**src/inc/mode_select_consts.vh**
```
`ifndef MODE_SELECT_CONSTS_VH
`define MODE_SELECT_CONSTS_VH

// ****************************************************************
// Register byte addresses.
// ****************************************************************
// Full-scale word sits at word index 0x152; its byte address is four times.
`define FS_IDX          12'h152
`define FS_ADDR         12'h548
`define MODE_ADDR       12'h000
`define CTRL_ADDR       12'h004
`define STAT_ADDR       12'h008
`define TCMD_ADDR       12'h00C
`define SCMD_ADDR       12'h010

// ****************************************************************
// Reset values and limits.
// ****************************************************************
`define FS_RESET        16'h0064
`define FS_MAX          16'h03E8
`define FS_DIVISOR      8'h0A
`define MODE_RESET      8'h00

// ****************************************************************
// Control mode codes.
// ****************************************************************
`define CODE_PT_S       8'h06
`define CODE_PT_T       8'h07
`define CODE_PR_S       8'h08
`define CODE_PR_T       8'h09
`define CODE_S_T        8'h0A
`define CODE_PT_PR      8'h0D
`define CODE_POS_POS_SPEED_MULTI    8'h0E
`define CODE_PT_PR_T    8'h0F

// ****************************************************************
// Active sub-mode encodings and source encodings.
// ****************************************************************
`define ACT_STOP        3'h0
`define ACT_PULSE_POS   3'h1
`define ACT_TABLE_POS   3'h2
`define ACT_SPEED       3'h3
`define ACT_TORQUE      3'h4

`define SRC_ANALOG      2'h0
`define SRC_ZERO        2'h3

// ****************************************************************
// Field positions.
// ****************************************************************
`define CTRL_ZT_BIT     0
`define CTRL_SON_BIT    1

`endif

```
**src/core/mode_command_select.v**
```verilog
// Function
// RULE1: Torque percent equals volts times scale over ten.
// RULE2: Full scale 16-bit, range 0..1000, default 100.
// RULE3: Scale sets torque command or torque limit.
// RULE4: First torque: zero mode zero, else analog.
// RULE5: Torque select honoured only after servo-on; the TORQUE_PERCENT_O zeroing uses it before servo-on too.
// RULE6: Dual codes 06 to 0A choose by inputs.
// RULE7: Codes 0D, 0E, 0F choose sub-mode by inputs.
// RULE8: No zero-speed or zero-torque combinations.
// RULE9: Pulse or table source for position.
// RULE10: Speed from analog or three internal values.
// RULE11: Speed switch on runs speed, ignores trigger.
// RULE12: Switch off stops until trigger rises.
// RULE13: Trigger rise latches six-bit index, moves.
// RULE14: Speed switch on again returns speed.
// RULE15: Torque switch on runs torque command.
// RULE16: Torque switch off follows speed command.
// RULE17: Torque switch on again returns torque.
// RULE18: Input low is open, high is closed.
// RULE19: Nonzero torque select picks internal value.
// RULE20: Inputs synchronised before edges and modes.
`timescale 1ns/10ps
`include "mode_select_consts.vh"

module mode_command_select #(
  parameter AIN_W = 16  // Signed analog input in millivolts.
) (
  // Clock and reset.
  input  wire              MCLK_I,
  input  wire              RST_I,
  // AXI4-Lite write address and data.
  input  wire [11:0]       AWADDR_I,
  input  wire              AWVALID_I,
  output reg               AWREADY_O,
  input  wire [31:0]       WDATA_I,
  input  wire [3:0]        WSTRB_I,
  input  wire              WVALID_I,
  output reg               WREADY_O,
  // AXI4-Lite write response.
  output reg  [1:0]        BRESP_O,
  output reg               BVALID_O,
  input  wire              BREADY_I,
  // AXI4-Lite read channels.
  input  wire [11:0]       ARADDR_I,
  input  wire              ARVALID_I,
  output reg               ARREADY_O,
  output reg  [31:0]       RDATA_O,
  output reg  [1:0]        RRESP_O,
  output reg               RVALID_O,
  input  wire              RREADY_I,
  // Digital inputs from the motion controller.
  input  wire [1:0]        TORQUE_CMD_SELECT_I,
  input  wire [1:0]        SPEED_CMD_SELECT_I,
  input  wire [5:0]        POSITION_INDEX_SELECT_I,
  input  wire              POSITION_TRIGGER_I,
  input  wire              SPEED_POS_SWITCH_I,
  input  wire              SPEED_TORQUE_SWITCH_I,
  input  wire              POS_SOURCE_SWITCH_I,
  // Analog torque reference in millivolts.
  input  wire [AIN_W-1:0]  ANALOG_TORQUE_I,
  // Selection results.
  output reg  [2:0]        ACTIVE_MODE_O,
  output reg  [1:0]        TORQUE_SOURCE_O,
  output reg  [1:0]        SPEED_SOURCE_O,
  output reg  [5:0]        POSITION_INDEX_O,
  output reg               MOVE_START_O,
  output reg  [31:0]       TORQUE_PERCENT_O,
  output reg               TORQUE_IS_LIMIT_O
);

  // ****************************************************************
  // Helper functions.
  // ****************************************************************

  // Tells whether a mode code is one of the accepted combinations.
  function code_ok;
    input [7:0] c;
    begin
      code_ok = (c >= `CODE_PT_S && c <= `CODE_S_T) ||
                (c >= `CODE_PT_PR && c <= `CODE_PT_PR_T); // RULE6 RULE7 RULE8
    end
  endfunction

  // Picks the position sub-mode from the code and source switch.
  function [2:0] pos_kind;
    input [7:0] c;
    input       table_sel;
    begin
      if (c == `CODE_PR_S || c == `CODE_PR_T) begin
        pos_kind = `ACT_TABLE_POS; // RULE9
      end else if (c >= `CODE_PT_PR) begin
        pos_kind = table_sel ? `ACT_TABLE_POS : `ACT_PULSE_POS; // RULE7
      end else begin
        pos_kind = `ACT_PULSE_POS; // RULE9
      end
    end
  endfunction

  // ****************************************************************
  // Registers and synchronisers.
  // ****************************************************************
  reg  [15:0] full_scale_ff;   // Analog torque full scale, percent.
  reg  [7:0]  mode_code_ff;    // Selected combination code.
  reg         zero_torque_ff;  // First torque command forced to zero.
  reg         servo_on_ff;     // Servo enabled.
  reg  [13:0] sync1_ff;        // First synchroniser stage.
  reg  [13:0] sync2_ff;        // Second synchroniser stage.
  reg         trig_prev_ff;    // Trigger value one cycle ago.
  reg         pos_armed_ff;    // Position command latched.
  reg         aw_got_ff;       // Write address held.
  reg         w_got_ff;        // Write data held.
  reg  [11:0] aw_addr_ff;      // Captured write address.
  reg  [31:0] w_data_ff;       // Captured write data.
  reg  [3:0]  w_strb_ff;       // Captured byte strobes.

  wire [13:0] raw_in = {POS_SOURCE_SWITCH_I, SPEED_TORQUE_SWITCH_I,
                        SPEED_POS_SWITCH_I, POSITION_TRIGGER_I,
                        POSITION_INDEX_SELECT_I, SPEED_CMD_SELECT_I,
                        TORQUE_CMD_SELECT_I};

  // Two flops per input; only the second stage feeds logic.
  always @(posedge MCLK_I or posedge RST_I) begin
    if (RST_I) begin
      sync1_ff <= 14'h0000;
      sync2_ff <= 14'h0000;
    end else begin
      sync1_ff <= raw_in; // RULE20
      sync2_ff <= sync1_ff;
    end
  end

  // Synchronised input fields; high means closed contact.
  wire [1:0] tsel    = sync2_ff[1:0];   // RULE18
  wire [1:0] ssel    = sync2_ff[3:2];
  wire [5:0] pidx    = sync2_ff[9:4];
  wire       trig    = sync2_ff[10];
  wire       sp_on   = sync2_ff[11];
  wire       st_on   = sync2_ff[12];
  wire       tbl_sel = sync2_ff[13];
  wire       trig_rise = trig & ~trig_prev_ff;

  // ****************************************************************
  // Mode selection.
  // ****************************************************************
  reg [2:0] nxt_active;  // Next active sub-mode.
  reg       pos_combo;   // Code includes a position mode (06 to 09, 0D to 0F).
  reg       other_on;    // Partner switch closed.
  reg [2:0] other_mode;  // Partner mode, speed or torque.

  // Evaluates the active sub-mode from code and switch inputs.
  always @* begin
    pos_combo  = 1'b1;
    other_on   = 1'b0;
    other_mode = `ACT_SPEED;
    nxt_active = `ACT_STOP;
    case (mode_code_ff)
      `CODE_PT_S, `CODE_PR_S, `CODE_POS_POS_SPEED_MULTI: begin
        other_on   = sp_on; // RULE11
        other_mode = `ACT_SPEED;
      end
      `CODE_PT_T, `CODE_PR_T, `CODE_PT_PR_T: begin
        other_on   = st_on;
        other_mode = `ACT_TORQUE;
      end
      `CODE_PT_PR: begin
        other_on = 1'b0;
      end
      default: begin
        pos_combo = 1'b0;
      end
    endcase
    if (!servo_on_ff || !code_ok(mode_code_ff)) begin
      nxt_active = `ACT_STOP;
    end else if (!pos_combo) begin
      // Speed/torque pair switches at once both ways.
      nxt_active = st_on ? `ACT_TORQUE : `ACT_SPEED; // RULE15 RULE16 RULE17
    end else if (other_on) begin
      nxt_active = other_mode; // RULE11 RULE14
    end else if (pos_armed_ff || trig_rise) begin
      nxt_active = pos_kind(mode_code_ff, tbl_sel); // RULE13
    end else begin
      nxt_active = `ACT_STOP; // RULE12
    end
  end

  // Position arming: cleared whenever the partner mode runs.
  always @(posedge MCLK_I or posedge RST_I) begin
    if (RST_I) begin
      trig_prev_ff     <= 1'b0;
      pos_armed_ff     <= 1'b0;
      POSITION_INDEX_O <= 6'h00;
      MOVE_START_O     <= 1'b0;
    end else begin
      trig_prev_ff <= trig;
      MOVE_START_O <= 1'b0;
      if (!servo_on_ff || !pos_combo || other_on) begin
        pos_armed_ff <= 1'b0; // RULE11 RULE12
      end else if (trig_rise) begin
        pos_armed_ff     <= 1'b1;
        POSITION_INDEX_O <= pidx; // RULE13
        MOVE_START_O     <= 1'b1;
      end
    end
  end

  // ****************************************************************
  // Command sources and torque scaling.
  // ****************************************************************
  wire signed [AIN_W-1:0] ain_s = ANALOG_TORQUE_I;
  wire signed [AIN_W+17:0] prod = ain_s * $signed({2'b00, full_scale_ff});
  // Millivolts times percent over 10000 gives percent of rated torque.
  wire signed [AIN_W+17:0] pct  = prod / $signed(34'sd10000); // RULE1

  // Registers the sources and scaled torque each cycle.
  always @(posedge MCLK_I or posedge RST_I) begin
    if (RST_I) begin
      ACTIVE_MODE_O     <= `ACT_STOP;
      TORQUE_SOURCE_O   <= `SRC_ANALOG;
      SPEED_SOURCE_O    <= `SRC_ANALOG;
      TORQUE_PERCENT_O  <= 32'h00000000;
      TORQUE_IS_LIMIT_O <= 1'b0;
    end else begin
      ACTIVE_MODE_O <= nxt_active;
      if (!servo_on_ff) begin
        TORQUE_SOURCE_O <= zero_torque_ff ? `SRC_ZERO : `SRC_ANALOG; // RULE5
      end else if (tsel != 2'b00) begin
        TORQUE_SOURCE_O <= tsel; // RULE19
      end else begin
        TORQUE_SOURCE_O <= zero_torque_ff ? `SRC_ZERO : `SRC_ANALOG; // RULE4
      end
      SPEED_SOURCE_O <= ssel; // RULE10
      if (zero_torque_ff && tsel == 2'b00) begin
        TORQUE_PERCENT_O <= 32'h00000000; // RULE4
      end else begin
        TORQUE_PERCENT_O <= pct[31:0];
      end
      TORQUE_IS_LIMIT_O <= (nxt_active != `ACT_TORQUE); // RULE3
    end
  end

  // ****************************************************************
  // AXI4-Lite slave.
  // ****************************************************************
  wire do_write = aw_got_ff && w_got_ff && !BVALID_O;
  wire wr_fs    = (aw_addr_ff == `FS_ADDR);
  wire wr_mode  = (aw_addr_ff == `MODE_ADDR);
  wire wr_ctrl  = (aw_addr_ff == `CTRL_ADDR);
  wire wr_hit   = wr_fs | wr_mode | wr_ctrl;
  wire [15:0] fs_new = {w_strb_ff[1] ? w_data_ff[15:8] : full_scale_ff[15:8],
                        w_strb_ff[0] ? w_data_ff[7:0] : full_scale_ff[7:0]};

  // Takes address and data in either order, then answers.
  always @(posedge MCLK_I or posedge RST_I) begin
    if (RST_I) begin
      AWREADY_O      <= 1'b0;
      WREADY_O       <= 1'b0;
      BVALID_O       <= 1'b0;
      BRESP_O        <= 2'b00;
      aw_got_ff      <= 1'b0;
      w_got_ff       <= 1'b0;
      aw_addr_ff     <= 12'h000;
      w_data_ff      <= 32'h00000000;
      w_strb_ff      <= 4'h0;
      full_scale_ff  <= `FS_RESET;
      mode_code_ff   <= `MODE_RESET;
      zero_torque_ff <= 1'b0;
      servo_on_ff    <= 1'b0;
    end else begin
      AWREADY_O <= !aw_got_ff && !AWREADY_O && AWVALID_I;
      WREADY_O  <= !w_got_ff && !WREADY_O && WVALID_I;
      if (AWREADY_O && AWVALID_I) begin
        aw_got_ff  <= 1'b1;
        aw_addr_ff <= AWADDR_I;
      end
      if (WREADY_O && WVALID_I) begin
        w_got_ff  <= 1'b1;
        w_data_ff <= WDATA_I;
        w_strb_ff <= WSTRB_I;
      end
      if (do_write) begin
        aw_got_ff <= 1'b0;
        w_got_ff  <= 1'b0;
        BVALID_O  <= 1'b1;
        BRESP_O   <= wr_hit ? 2'b00 : 2'b10;
        if (wr_fs && fs_new <= `FS_MAX) begin
          full_scale_ff <= fs_new; // RULE2
        end
        if (wr_mode && w_strb_ff[0] && code_ok(w_data_ff[7:0])) begin
          mode_code_ff <= w_data_ff[7:0]; // RULE6 RULE7 RULE8
        end
        if (wr_ctrl && w_strb_ff[0]) begin
          zero_torque_ff <= w_data_ff[`CTRL_ZT_BIT];
          servo_on_ff    <= w_data_ff[`CTRL_SON_BIT];
        end
      end else if (BVALID_O && BREADY_I) begin
        BVALID_O <= 1'b0;
      end
    end
  end

  // Read path: one cycle to accept, data the next.
  always @(posedge MCLK_I or posedge RST_I) begin
    if (RST_I) begin
      ARREADY_O <= 1'b0;
      RVALID_O  <= 1'b0;
      RDATA_O   <= 32'h00000000;
      RRESP_O   <= 2'b00;
    end else begin
      ARREADY_O <= !ARREADY_O && !RVALID_O && ARVALID_I;
      if (ARREADY_O && ARVALID_I) begin
        RVALID_O <= 1'b1;
        RRESP_O  <= 2'b00;
        case (ARADDR_I)
          `FS_ADDR:   RDATA_O <= {16'h0000, full_scale_ff};
          `MODE_ADDR: RDATA_O <= {24'h000000, mode_code_ff};
          `CTRL_ADDR: RDATA_O <= {30'h00000000, servo_on_ff,
                                  zero_torque_ff};
          `STAT_ADDR: RDATA_O <= {16'h0000, POSITION_INDEX_O, 3'h0,
                                  pos_armed_ff, 3'h0, ACTIVE_MODE_O};
          `TCMD_ADDR: RDATA_O <= TORQUE_PERCENT_O;
          `SCMD_ADDR: RDATA_O <= {28'h0000000, SPEED_SOURCE_O,
                                  TORQUE_SOURCE_O};
          default: begin
            RDATA_O <= 32'h00000000;
            RRESP_O <= 2'b10;
          end
        endcase
      end else if (RVALID_O && RREADY_I) begin
        RVALID_O <= 1'b0;
      end
    end
  end

endmodule

```
**config.mk**
```make
export PLATFORM = sky130hd
export DESIGN_NAME = mode_command_select
export DESIGN_NICKNAME = d
export VERILOG_FILES = /design/src/core/mode_command_select.v
export VERILOG_INCLUDE_DIRS = /design/src /design/src/inc
export SDC_FILE = /design/constraint.sdc
export NUM_CORES = 1
export LEC_CHECK = 0
export ABC_CLOCK_PERIOD_IN_PS = 24700
export BUFFER_PORTS_ARGS = -buffer_cell sky130_fd_sc_hd__buf_4
export CELL_PAD_IN_SITES_DETAIL_PLACEMENT = 1
export CELL_PAD_IN_SITES_GLOBAL_PLACEMENT = 1
export CORE_MARGIN = 2
export CORE_UTILIZATION = 48
export CTS_CLUSTER_DIAMETER = 30
export DETAILED_ROUTE_END_ITERATION = 10
export PLACE_DENSITY = 0.92
export SLEW_MARGIN = 20
export SYNTH_ARGS = -nofsm -noshare
export SYNTH_HDL_FRONTEND = slang
export SYNTH_SLANG_ARGS = --single-unit
```
**constraint.sdc**
```tcl
create_clock -name MCLK_I -period 24.7 [get_ports MCLK_I]
set_input_delay 1.235 -clock MCLK_I [delete_from_list [all_inputs] [get_ports MCLK_I]]
set_output_delay 1.235 -clock MCLK_I [all_outputs]
set_load 0.005 [all_outputs]
```
==> results.json, run 1 <==
{
  "status": "did not finish",
  "haltStage": "global routing (5_1_grt)",
  "tool.error": "[ERROR GRT-0116] Global routing finished with congestion. Check the congestion regions in the DRC Viewer.",
  "synth-edff-count": 0,
  "die_width_um": 236,
  "syn-cell-area_sq_um": 25800,
  "grt_max_degree": 98,
  "synth_mux_area_share_pct": 3.91,
  "cts_max_level": 4,
  "async_flop_share_pct": 100,
  "place_inst": 4372,
  "synth-xor-area-share_pct": 4.97,
  "grt_pass1_vias": 40901,
  "ios": 185,
  "netlist.area_leader.share_pct": 16.6,
  "port_buffers": 164,
  "syn_avg_cell_area_sq_um": 8.29,
  "grt.overflow.total": 7,
  "place.gp.congestion": 0.942,
  "yosys_register_bits": 174,
  "ys_types": 146,
  "num_rows": 84,
  "synthSimpleGateAreaFrac_pct": 23.3,
  "die_y_um": 236,
  "start_util_pct": 48.8,
  "dp_slack_ps": -1650,
  "synth_compound_area_share_pct": 23.4,
  "cts_buffers": 17,
  "dp_hpwl_um": 91500,
  "synth_warnings": 0,
  "ys.flop_type": "dfrtp_1",
  "synth_adder_area_share_pct": 21.2,
  "syn_inst": 3113,
  "synth_largest_area_cell": "dfrtp_1",
  "track_usage_pct": 70.8,
  "synth_top_family_by_area": "compound AO/OA/AOI/OAI gates",
  "clock-sinks": 174,
  "grt_first_pass_wirelength_um": 290000,
  "cts-root-buf": "clkbuf_16",
  "ys_seq_area_share_pct": 16.9,
  "ys_top_cells_by_area": "dfrtp_1 (17%), fa_1 (15%), ha_1 (6.0%)",
  "cts_buffer_depth": 2
}
[cell usage after synthesis, types with 32 or more instances]
library cell / count
nor2_1: 171
a21oi_1: 150
clkbuf_1: 89
nand2_1: 365
o21ai_0: 139
nand3_1: 78
a21o_1: 36
xnor2_1: 87
nand4_1: 35
nor3_1: 81
dfrtp_1: 171
fa_1: 194
and2_1: 153
or3_1: 41
a31oi_1: 32
xor2_1: 39
mux2_2: 60
a211oi_1: 44
o21ai_1: 47
inv_1: 283
ha_1: 124
[per-layer routing]
metal  GRT overflow  track usage, %
met1              0            68.9
met2              3            86.7
met3              1            57.3
met4              3            70.9
met5              0            39.3
[what timing repair did]
action / in CTS
hold buffers: 0
pin swaps: 36
setup endpoints to repair: 32
buffers inserted: 36
endpoints found under the hold margin: 0
resized for setup: 167
[metrics by stage]
stage,setup TNS [ps],util [%],cell area (sq um)
floorplan,0,-,25800
global placement,0,59.3,31400
detailed placement,-35490,59.3,31400
CTS,0,62.5,33100
[kinds of logic after synthesis]
group                      count (synthesis)
xor gates and xnor gates                 137
AOI/OAI and AO/OA                        825
buffers and inverters                    410
other                                      1
muxes                                     92
and+or+nand+nor                         1152
DFF                                      174
adders and majority gates                322
==> run 2: changes to the inputs <==
--- a/config.mk
+++ b/config.mk
@@ -8,13 +8,10 @@
 export LEC_CHECK = 0
 export ABC_CLOCK_PERIOD_IN_PS = 24700
 export BUFFER_PORTS_ARGS = -buffer_cell sky130_fd_sc_hd__buf_4
-export CELL_PAD_IN_SITES_DETAIL_PLACEMENT = 1
-export CELL_PAD_IN_SITES_GLOBAL_PLACEMENT = 1
 export CORE_MARGIN = 2
-export CORE_UTILIZATION = 48
-export CTS_CLUSTER_DIAMETER = 30
+export CORE_UTILIZATION = 35
 export DETAILED_ROUTE_END_ITERATION = 10
-export PLACE_DENSITY = 0.92
+export PLACE_DENSITY_LB_ADDON = 0.15
 export SLEW_MARGIN = 20
 export SYNTH_ARGS = -nofsm -noshare
 export SYNTH_HDL_FRONTEND = slang
==> run 2 against run 1 <==
Synthesized area stayed put. Synthesized cell count did not move. The flow now finishes without violations.
==> results.json, run 2 <==
{
  "crit_fanout": 10,
  "drt_first_pass_iters": 8,
  "totalWireLength_um": 87300,
  "num_rows": 99,
  "place.gp.congestion": 0.864,
  "fin_area_sq_um": 33700,
  "hold_viol": 0,
  "synth_warnings": 0,
  "path_class": "in2reg",
  "nets": 4155,
  "r2r_cells": 96,
  "final_cell_mix": "buf_4 (722), nand2_1 (360), inv_1 (282), fa_1 (194), dfrtp_1 (171)",
  "clk_latency_ps": 430,
  "clock-sinks": 174,
  "drc": 0,
  "dp_hpwl_um": 70600,
  "die_area_sq_um": 75900,
  "die_y_um": 275,
  "cts_max_level": 4,
  "setup_slack_ps": 885,
  "cts-root-buf": "clkbuf_16",
  "netlist.area_leader.share_pct": 16.6,
  "synth_mux_area_share_pct": 3.91,
  "grt.overflow.total": 0,
  "ys_top_cells_by_count": "nand2_1 (365), inv_1 (283), fa_1 (194)",
  "worstPathArrival_ps": 24100,
  "startpoint_type": "input port",
  "maxSlewHeadroom_pct": 34.0,
  "holdPathEnd": "sync2_ff[6]$_DFF_PP0_",
  "crit_path_end_kind": "register",
  "grt_max_degree": 94,
  "synth_adder_area_share_pct": 21.2,
  "start_util_pct": 35.4,
  "largest_registers": "RDATA_O x32, TORQUE_PERCENT_O x32",
  "port_buffers": 164,
  "via_per_inst": 5.49,
  "antenna_cells": 0,
  "core-area_sq_um": 73000,
  "synth_most_common_cell": "nand2_1",
  "synth-edff-count": 0,
  "max_stage_delay_ps": 600,
  "ys_top_cells_by_area": "dfrtp_1 (17%), fa_1 (15%), ha_1 (6.0%)",
  "drive_above_1_share_pct": 29.9,
  "timing.final.crit_period_ps": 23820,
  "min_period_over_period_pct": 96.4,
  "track_usage_pct": 22.6,
  "ios": 185,
  "status": "completed",
  "ant_nets": 0,
  "r2r-end": "TORQUE_PERCENT_O[6]$_DFF_PP0_",
  "cts_buffers": 17,
  "dp_slack_ps": -380,
  "drt_iter0_markers": 1654,
  "setup_viol": 0,
  "min_from": "sync1_ff[6]$_DFF_PP0_",
  "hp-class": "reg2reg",
  "r2r_setup_slack_ps": 1100,
  "min_path_cells": 0,
  "synth_compound_area_share_pct": 23.4,
  "grt_first_pass_wirelength_um": 139000,
  "synth_largest_area_cell": "dfrtp_1",
  "ys_seq_area_share_pct": 16.9,
  "ys.flop_type": "dfrtp_1",
  "die_width_um": 275,
  "areaGrowthSynthToFinish_pct": 30.6,
  "skew_ps": 16.6,
  "crit_top_cell": "buf_4",
  "fmax_mhz": 42.0,
  "dpl_cell_area_sq_um": 31600,
  "async_flop_share_pct": 100,
  "syn_avg_cell_area_sq_um": 8.29,
  "synth-xor-area-share_pct": 4.97,
  "vias": 25852,
  "cts_tree": "done",
  "cts_buffer_depth": 2,
  "ys_types": 146,
  "grt_pass1_vias": 25846,
  "rr_startpoint": "full_scale_ff[10]$_DFFE_PP0P_",
  "yosys_register_bits": 174,
  "cp_slowest_cell": "or4b_4",
  "synth_top_family_by_area": "compound AO/OA/AOI/OAI gates",
  "worstMarginPinSlew_ps": 983,
  "wl_per_cell_um": 18.5,
  "num-fill-cells": 7222,
  "cp.required_ps": 24990,
  "antenna_found_initial": 0,
  "synthSimpleGateAreaFrac_pct": 23.3,
  "drv_slew": 0,
  "final_common_cell": "buf_4",
  "clkSlewWorstSetupHoldPaths_ps": 70,
  "syn_inst": 3113,
  "maxCapViolations": 0,
  "syn-cell-area_sq_um": 25800
}
-- run 2: cell counts after synthesis --
No cell type changed its count.
-- run 2: what timing repair did --
action / CTS / global route
pin swaps: 0 / 67
endpoints found under the setup margin: 1 / 32
gates resized for setup: 3 / 207
buffers inserted: 0 / 48
hold buffers: 0 / 0
-- run 2: final cells by class --
| cell class | count | area, sq um | area share, % |
|---|---|---|---|
| multi-input combinational | 2530 | 20900 | 62.1 |
| timing repair buffer | 729 | 5520 | 16.4 |
| sequential | 174 | 4360 | 12.9 |
| tap | 959 | 1200 | 3.56 |
| inverter | 288 | 1090 | 3.24 |
| clock buffer | 18 | 429 | 1.27 |
| clock inverter | 14 | 180 | 0.535 |
-- run 2: how the worst max path moves through the flow --
stage,from,endpoint,slack [ps],depth (start not counted)
5_1_grt,ANALOG_TORQUE_I[15],TORQUE_PERCENT_O[6]$_DFF_PP0_,-250,97
4_1_cts,ANALOG_TORQUE_I[12],TORQUE_PERCENT_O[6]$_DFF_PP0_,5,94
6_report,ANALOG_TORQUE_I[15],TORQUE_PERCENT_O[6]$_DFF_PP0_,880,96
3_5_place_dp,ANALOG_TORQUE_I[12],TORQUE_PERCENT_O[6]$_DFF_PP0_,-380,94
2_1_floorplan,ANALOG_TORQUE_I[12],TORQUE_PERCENT_O[18]$_DFF_PP0_,1510,85
3_3_place_gp,ANALOG_TORQUE_I[12],TORQUE_PERCENT_O[6]$_DFF_PP0_,-90,94
-- run 2: per-layer routing --
layer,wire length [um],up-vias,global-route usage [%],part of all wire [%]
met5,0,-,0,0
met2,42300,634,38.3,48
met1,39100,12736,30.5,45
met4,2100,0,5.48,2.4
li1,-,12380,-,-
met3,3860,102,2.78,4.4
-- run 2: metrics by stage --
stage / utilization, % / std cells / setup TNS [ps] / hold WS [ps]
6_report: 46.2 / 4712 / 0 / 340
3_3_place_gp: 43.4 / 4632 / -376 / 332
2_1_floorplan: - / 3114 / 0 / 331
3_5_place_dp: 43.4 / 4632 / -3730 / 335
5_1_grt: 46.2 / 4712 / -1990 / 349
4_1_cts: 44.2 / 4664 / 0 / 345
-- run 2: worst max-delay path, delay by kind of cell --
family,cells,cell delay [ps]
buf+inv,19,2850
mux,5,1430
simple gates,22,4790
fa+ha+maj,9,3970
xor+xnor,4,600
compound gates,37,9190
-- run 2: logic make-up after synthesis --
kind of cell	count (synthesis)
flip-flops	174
AND/OR/NAND/NOR	1152
multiplexers	92
XOR/XNOR	137
buffers and inverters	410
AO/OA/AOI/OAI	825
adder cells (fa/ha/maj)	322
other	1
Power of run 2 is not shown: default switching activity piles up to over one toggle a cycle in this logic, so the estimate is an artifact.
==> run 3: changes to the inputs <==
--- a/config.mk
+++ b/config.mk
@@ -6,7 +6,8 @@
 export SDC_FILE = /design/constraint.sdc
 export NUM_CORES = 1
 export LEC_CHECK = 0
-export ABC_CLOCK_PERIOD_IN_PS = 24700
+export ABC_AREA = 1
+export ABC_CLOCK_PERIOD_IN_PS = 23700
 export BUFFER_PORTS_ARGS = -buffer_cell sky130_fd_sc_hd__buf_4
 export CORE_MARGIN = 2
 export CORE_UTILIZATION = 35
==> constraint.sdc (replaced) <==
create_clock -name MCLK_I -period 23.7 [get_ports MCLK_I]
set_input_delay 1.185 -clock MCLK_I [delete_from_list [all_inputs] [get_ports MCLK_I]]
set_output_delay 1.185 -clock MCLK_I [all_outputs]
set_load 0.005 [all_outputs]
==> run 3 against run 2 <==
Via count down 5.5%. Sequential share of layout area rose by 0.92 points. Critical path depth up 60. Highest routed layer unchanged. First-iteration DRC count shrank 17%. Setup slack improved by 850 ps.
==> results.json, run 3 <==
{
  "ys_seq_area_share_pct": 16.8,
  "clk_latency_ps": 450,
  "cts_max_level": 4,
  "syn_inst": 3885,
  "crit_path_end_kind": "register",
  "maxCapViolations": 0,
  "antenna_cells": 0,
  "die_width_um": 276,
  "grt_pass1_vias": 23517,
  "die_area_sq_um": 76300,
  "nets": 4737,
  "min_period_over_period_pct": 92.7,
  "grt.overflow.total": 0,
  "drt_first_pass_iters": 5,
  "hp-class": "reg2reg",
  "final_cell_mix": "nand2_1 (1173), inv_1 (727), buf_4 (519), nand3_1 (285), nor2_1 (201)",
  "cts_tree": "done",
  "ant_nets": 0,
  "min_from": "sync1_ff[4]$_DFF_PP0_",
  "multi_input_area_sq_um": 18300,
  "dp_hpwl_um": 61800,
  "holdBufCountCts": 0,
  "synth_warnings": 0,
  "drt_iter0_markers": 1379,
  "max_stage_delay_ps": 600,
  "status": "completed",
  "hold_viol": 0,
  "clkSlewWorstSetupHoldPaths_ps": 70,
  "setup_viol": 0,
  "tns_ps": 0,
  "crit_fanout": 13,
  "worstPathArrival_ps": 22270,
  "ys_types": 67,
  "ys.flop_type": "dfrtp_1",
  "cts_buffer_depth": 2,
  "seq_area_sq_um": 4360,
  "die_y_um": 276,
  "areaGrowthSynthToFinish_pct": 21.3,
  "grt_first_pass_wirelength_um": 124000,
  "fmax_mhz": 45.5,
  "netlist.area_leader.share_pct": 17.1,
  "crit_start": "ANALOG_TORQUE_I[15]",
  "largest_registers": "RDATA_O x32, TORQUE_PERCENT_O x32",
  "startpoint_type": "input port",
  "path_buf_inv": 35,
  "async_flop_share_pct": 100,
  "cp_slowest_cell": "fa_2",
  "cts-root-buf": "clkbuf_16",
  "ys_top_cells_by_area": "nand2_1 (17%), dfrtp_1 (16%), fa_1 (15%)",
  "port_buffers": 164,
  "maxSlewHeadroom_pct": 31.0,
  "finish.utilization_pct": 43.0,
  "drc": 0,
  "syn_avg_cell_area_sq_um": 6.68,
  "track_usage_pct": 19.9,
  "wl_per_cell_um": 14.1,
  "ios": 185,
  "yosys_register_bits": 174,
  "skew_ps": 17.3,
  "totalWireLength_um": 74800,
  "num-fill-cells": 7762,
  "via_per_inst": 4.62,
  "final_common_cell": "nand2_1",
  "drive_above_1_share_pct": 24.3,
  "start_util_pct": 35.4,
  "num_rows": 99,
  "syn-cell-area_sq_um": 25900,
  "path_class": "in2reg",
  "synth-edff-count": 0,
  "rr_startpoint": "full_scale_ff[10]$_DFFE_PP0P_",
  "timing.final.crit_period_ps": 21970,
  "clock-sinks": 174,
  "crit_family": "simple AND/OR/NAND/NOR gates",
  "grt_max_degree": 110,
  "worstMarginPinSlew_ps": 1030,
  "synth_most_common_cell": "nand2_1",
  "core-area_sq_um": 73200,
  "dpl_cell_area_sq_um": 30200,
  "place.gp.congestion": 0.876,
  "synth_largest_area_cell": "nand2_1",
  "vias": 24428,
  "whs_ps": 348,
  "fin_area_sq_um": 31500,
  "drv_slew": 0,
  "antenna_found_initial": 5,
  "ys_top_cells_by_count": "nand2_1 (1183), inv_1 (728), nand3_1 (291)",
  "cts_buffers": 17,
  "cp.required_ps": 24000
}
-- run 3: cell types whose count changed after synthesis, sizes merged, moves of 44 or more --
cell,before,now
nand2,369,1407
inv,287,790
nand3,81,325
and2,153,2
nor2,180,293
a21oi,161,70
xnor2,95,8
mux2,63,0
a211oi,51,2
nor3,86,42
-- run 3: cell type report --
type	instances	area share [%]
Tap cell	959	3.81
Sequential cell	174	13.9
Timing Repair Buffer	527	12.7
Multi-Input combinational cell	2797	58.0
Clock inverter	14	0.457
Inverter	805	9.74
Clock buffer	17	1.35
-- run 3: repair_timing --
| action | 4_1_cts | 5_1_grt |
|---|---|---|
| resized for setup | 0 | 92 |
| endpoints found under the setup margin | 0 | 16 |
| setup buffers | 0 | 36 |
-- run 3: metrics by stage --
step	worst slack [ps]	instances
2_1_floorplan	2580	3886
3_3_place_gp	738	5225
3_5_place_dp	689	5225
4_1_cts	1080	5256
5_1_grt	-112	5293
6_report	1730	5293
-- run 3: layer usage --
metal / global-route usage (%) / vias to the layer above / wire length (um) / part of all wire [%]
met2: 33.2 / 400 / 34700 / 46
met5: 0 / - / 0 / 0
met1: 28.1 / 11315 / 36300 / 49
met3: 2.10 / 55 / 2620 / 3.5
li1: - / 12658 / - / -
met4: 3.40 / 0 / 1130 / 1.5
-- run 3: final timing paths --
| kind | depth (start not counted) | endpoint | slack (ps) |
|---|---|---|---|
| hold reg to reg | 0 | sync2_ff[4]$_DFF_PP0_ | 350 |
| setup / recovery | 156 | TORQUE_PERCENT_O[28]$_DFF_PP0_ | 1730 |
| min in group asynchronous | 2 | aw_addr_ff[4]$_DFFE_PP0P_ | 860 |
| max in group asynchronous | 3 | RDATA_O[20]$_DFFE_PP0P_ | 21410 |
| setup reg to reg | 150 | TORQUE_PERCENT_O[28]$_DFF_PP0_ | 1890 |
| hold / removal | 0 | sync2_ff[4]$_DFF_PP0_ | 350 |
-- run 3: cell families after synthesis --
family          synth area share (%)
compound gates                  6.04
xor+xnor                        2.33
fa+ha+maj                       21.0
buf+inv                         14.3
flops                           16.8
other cells                   0.0145
simple gates                    39.6
Power of run 3 is left out for the same reason.
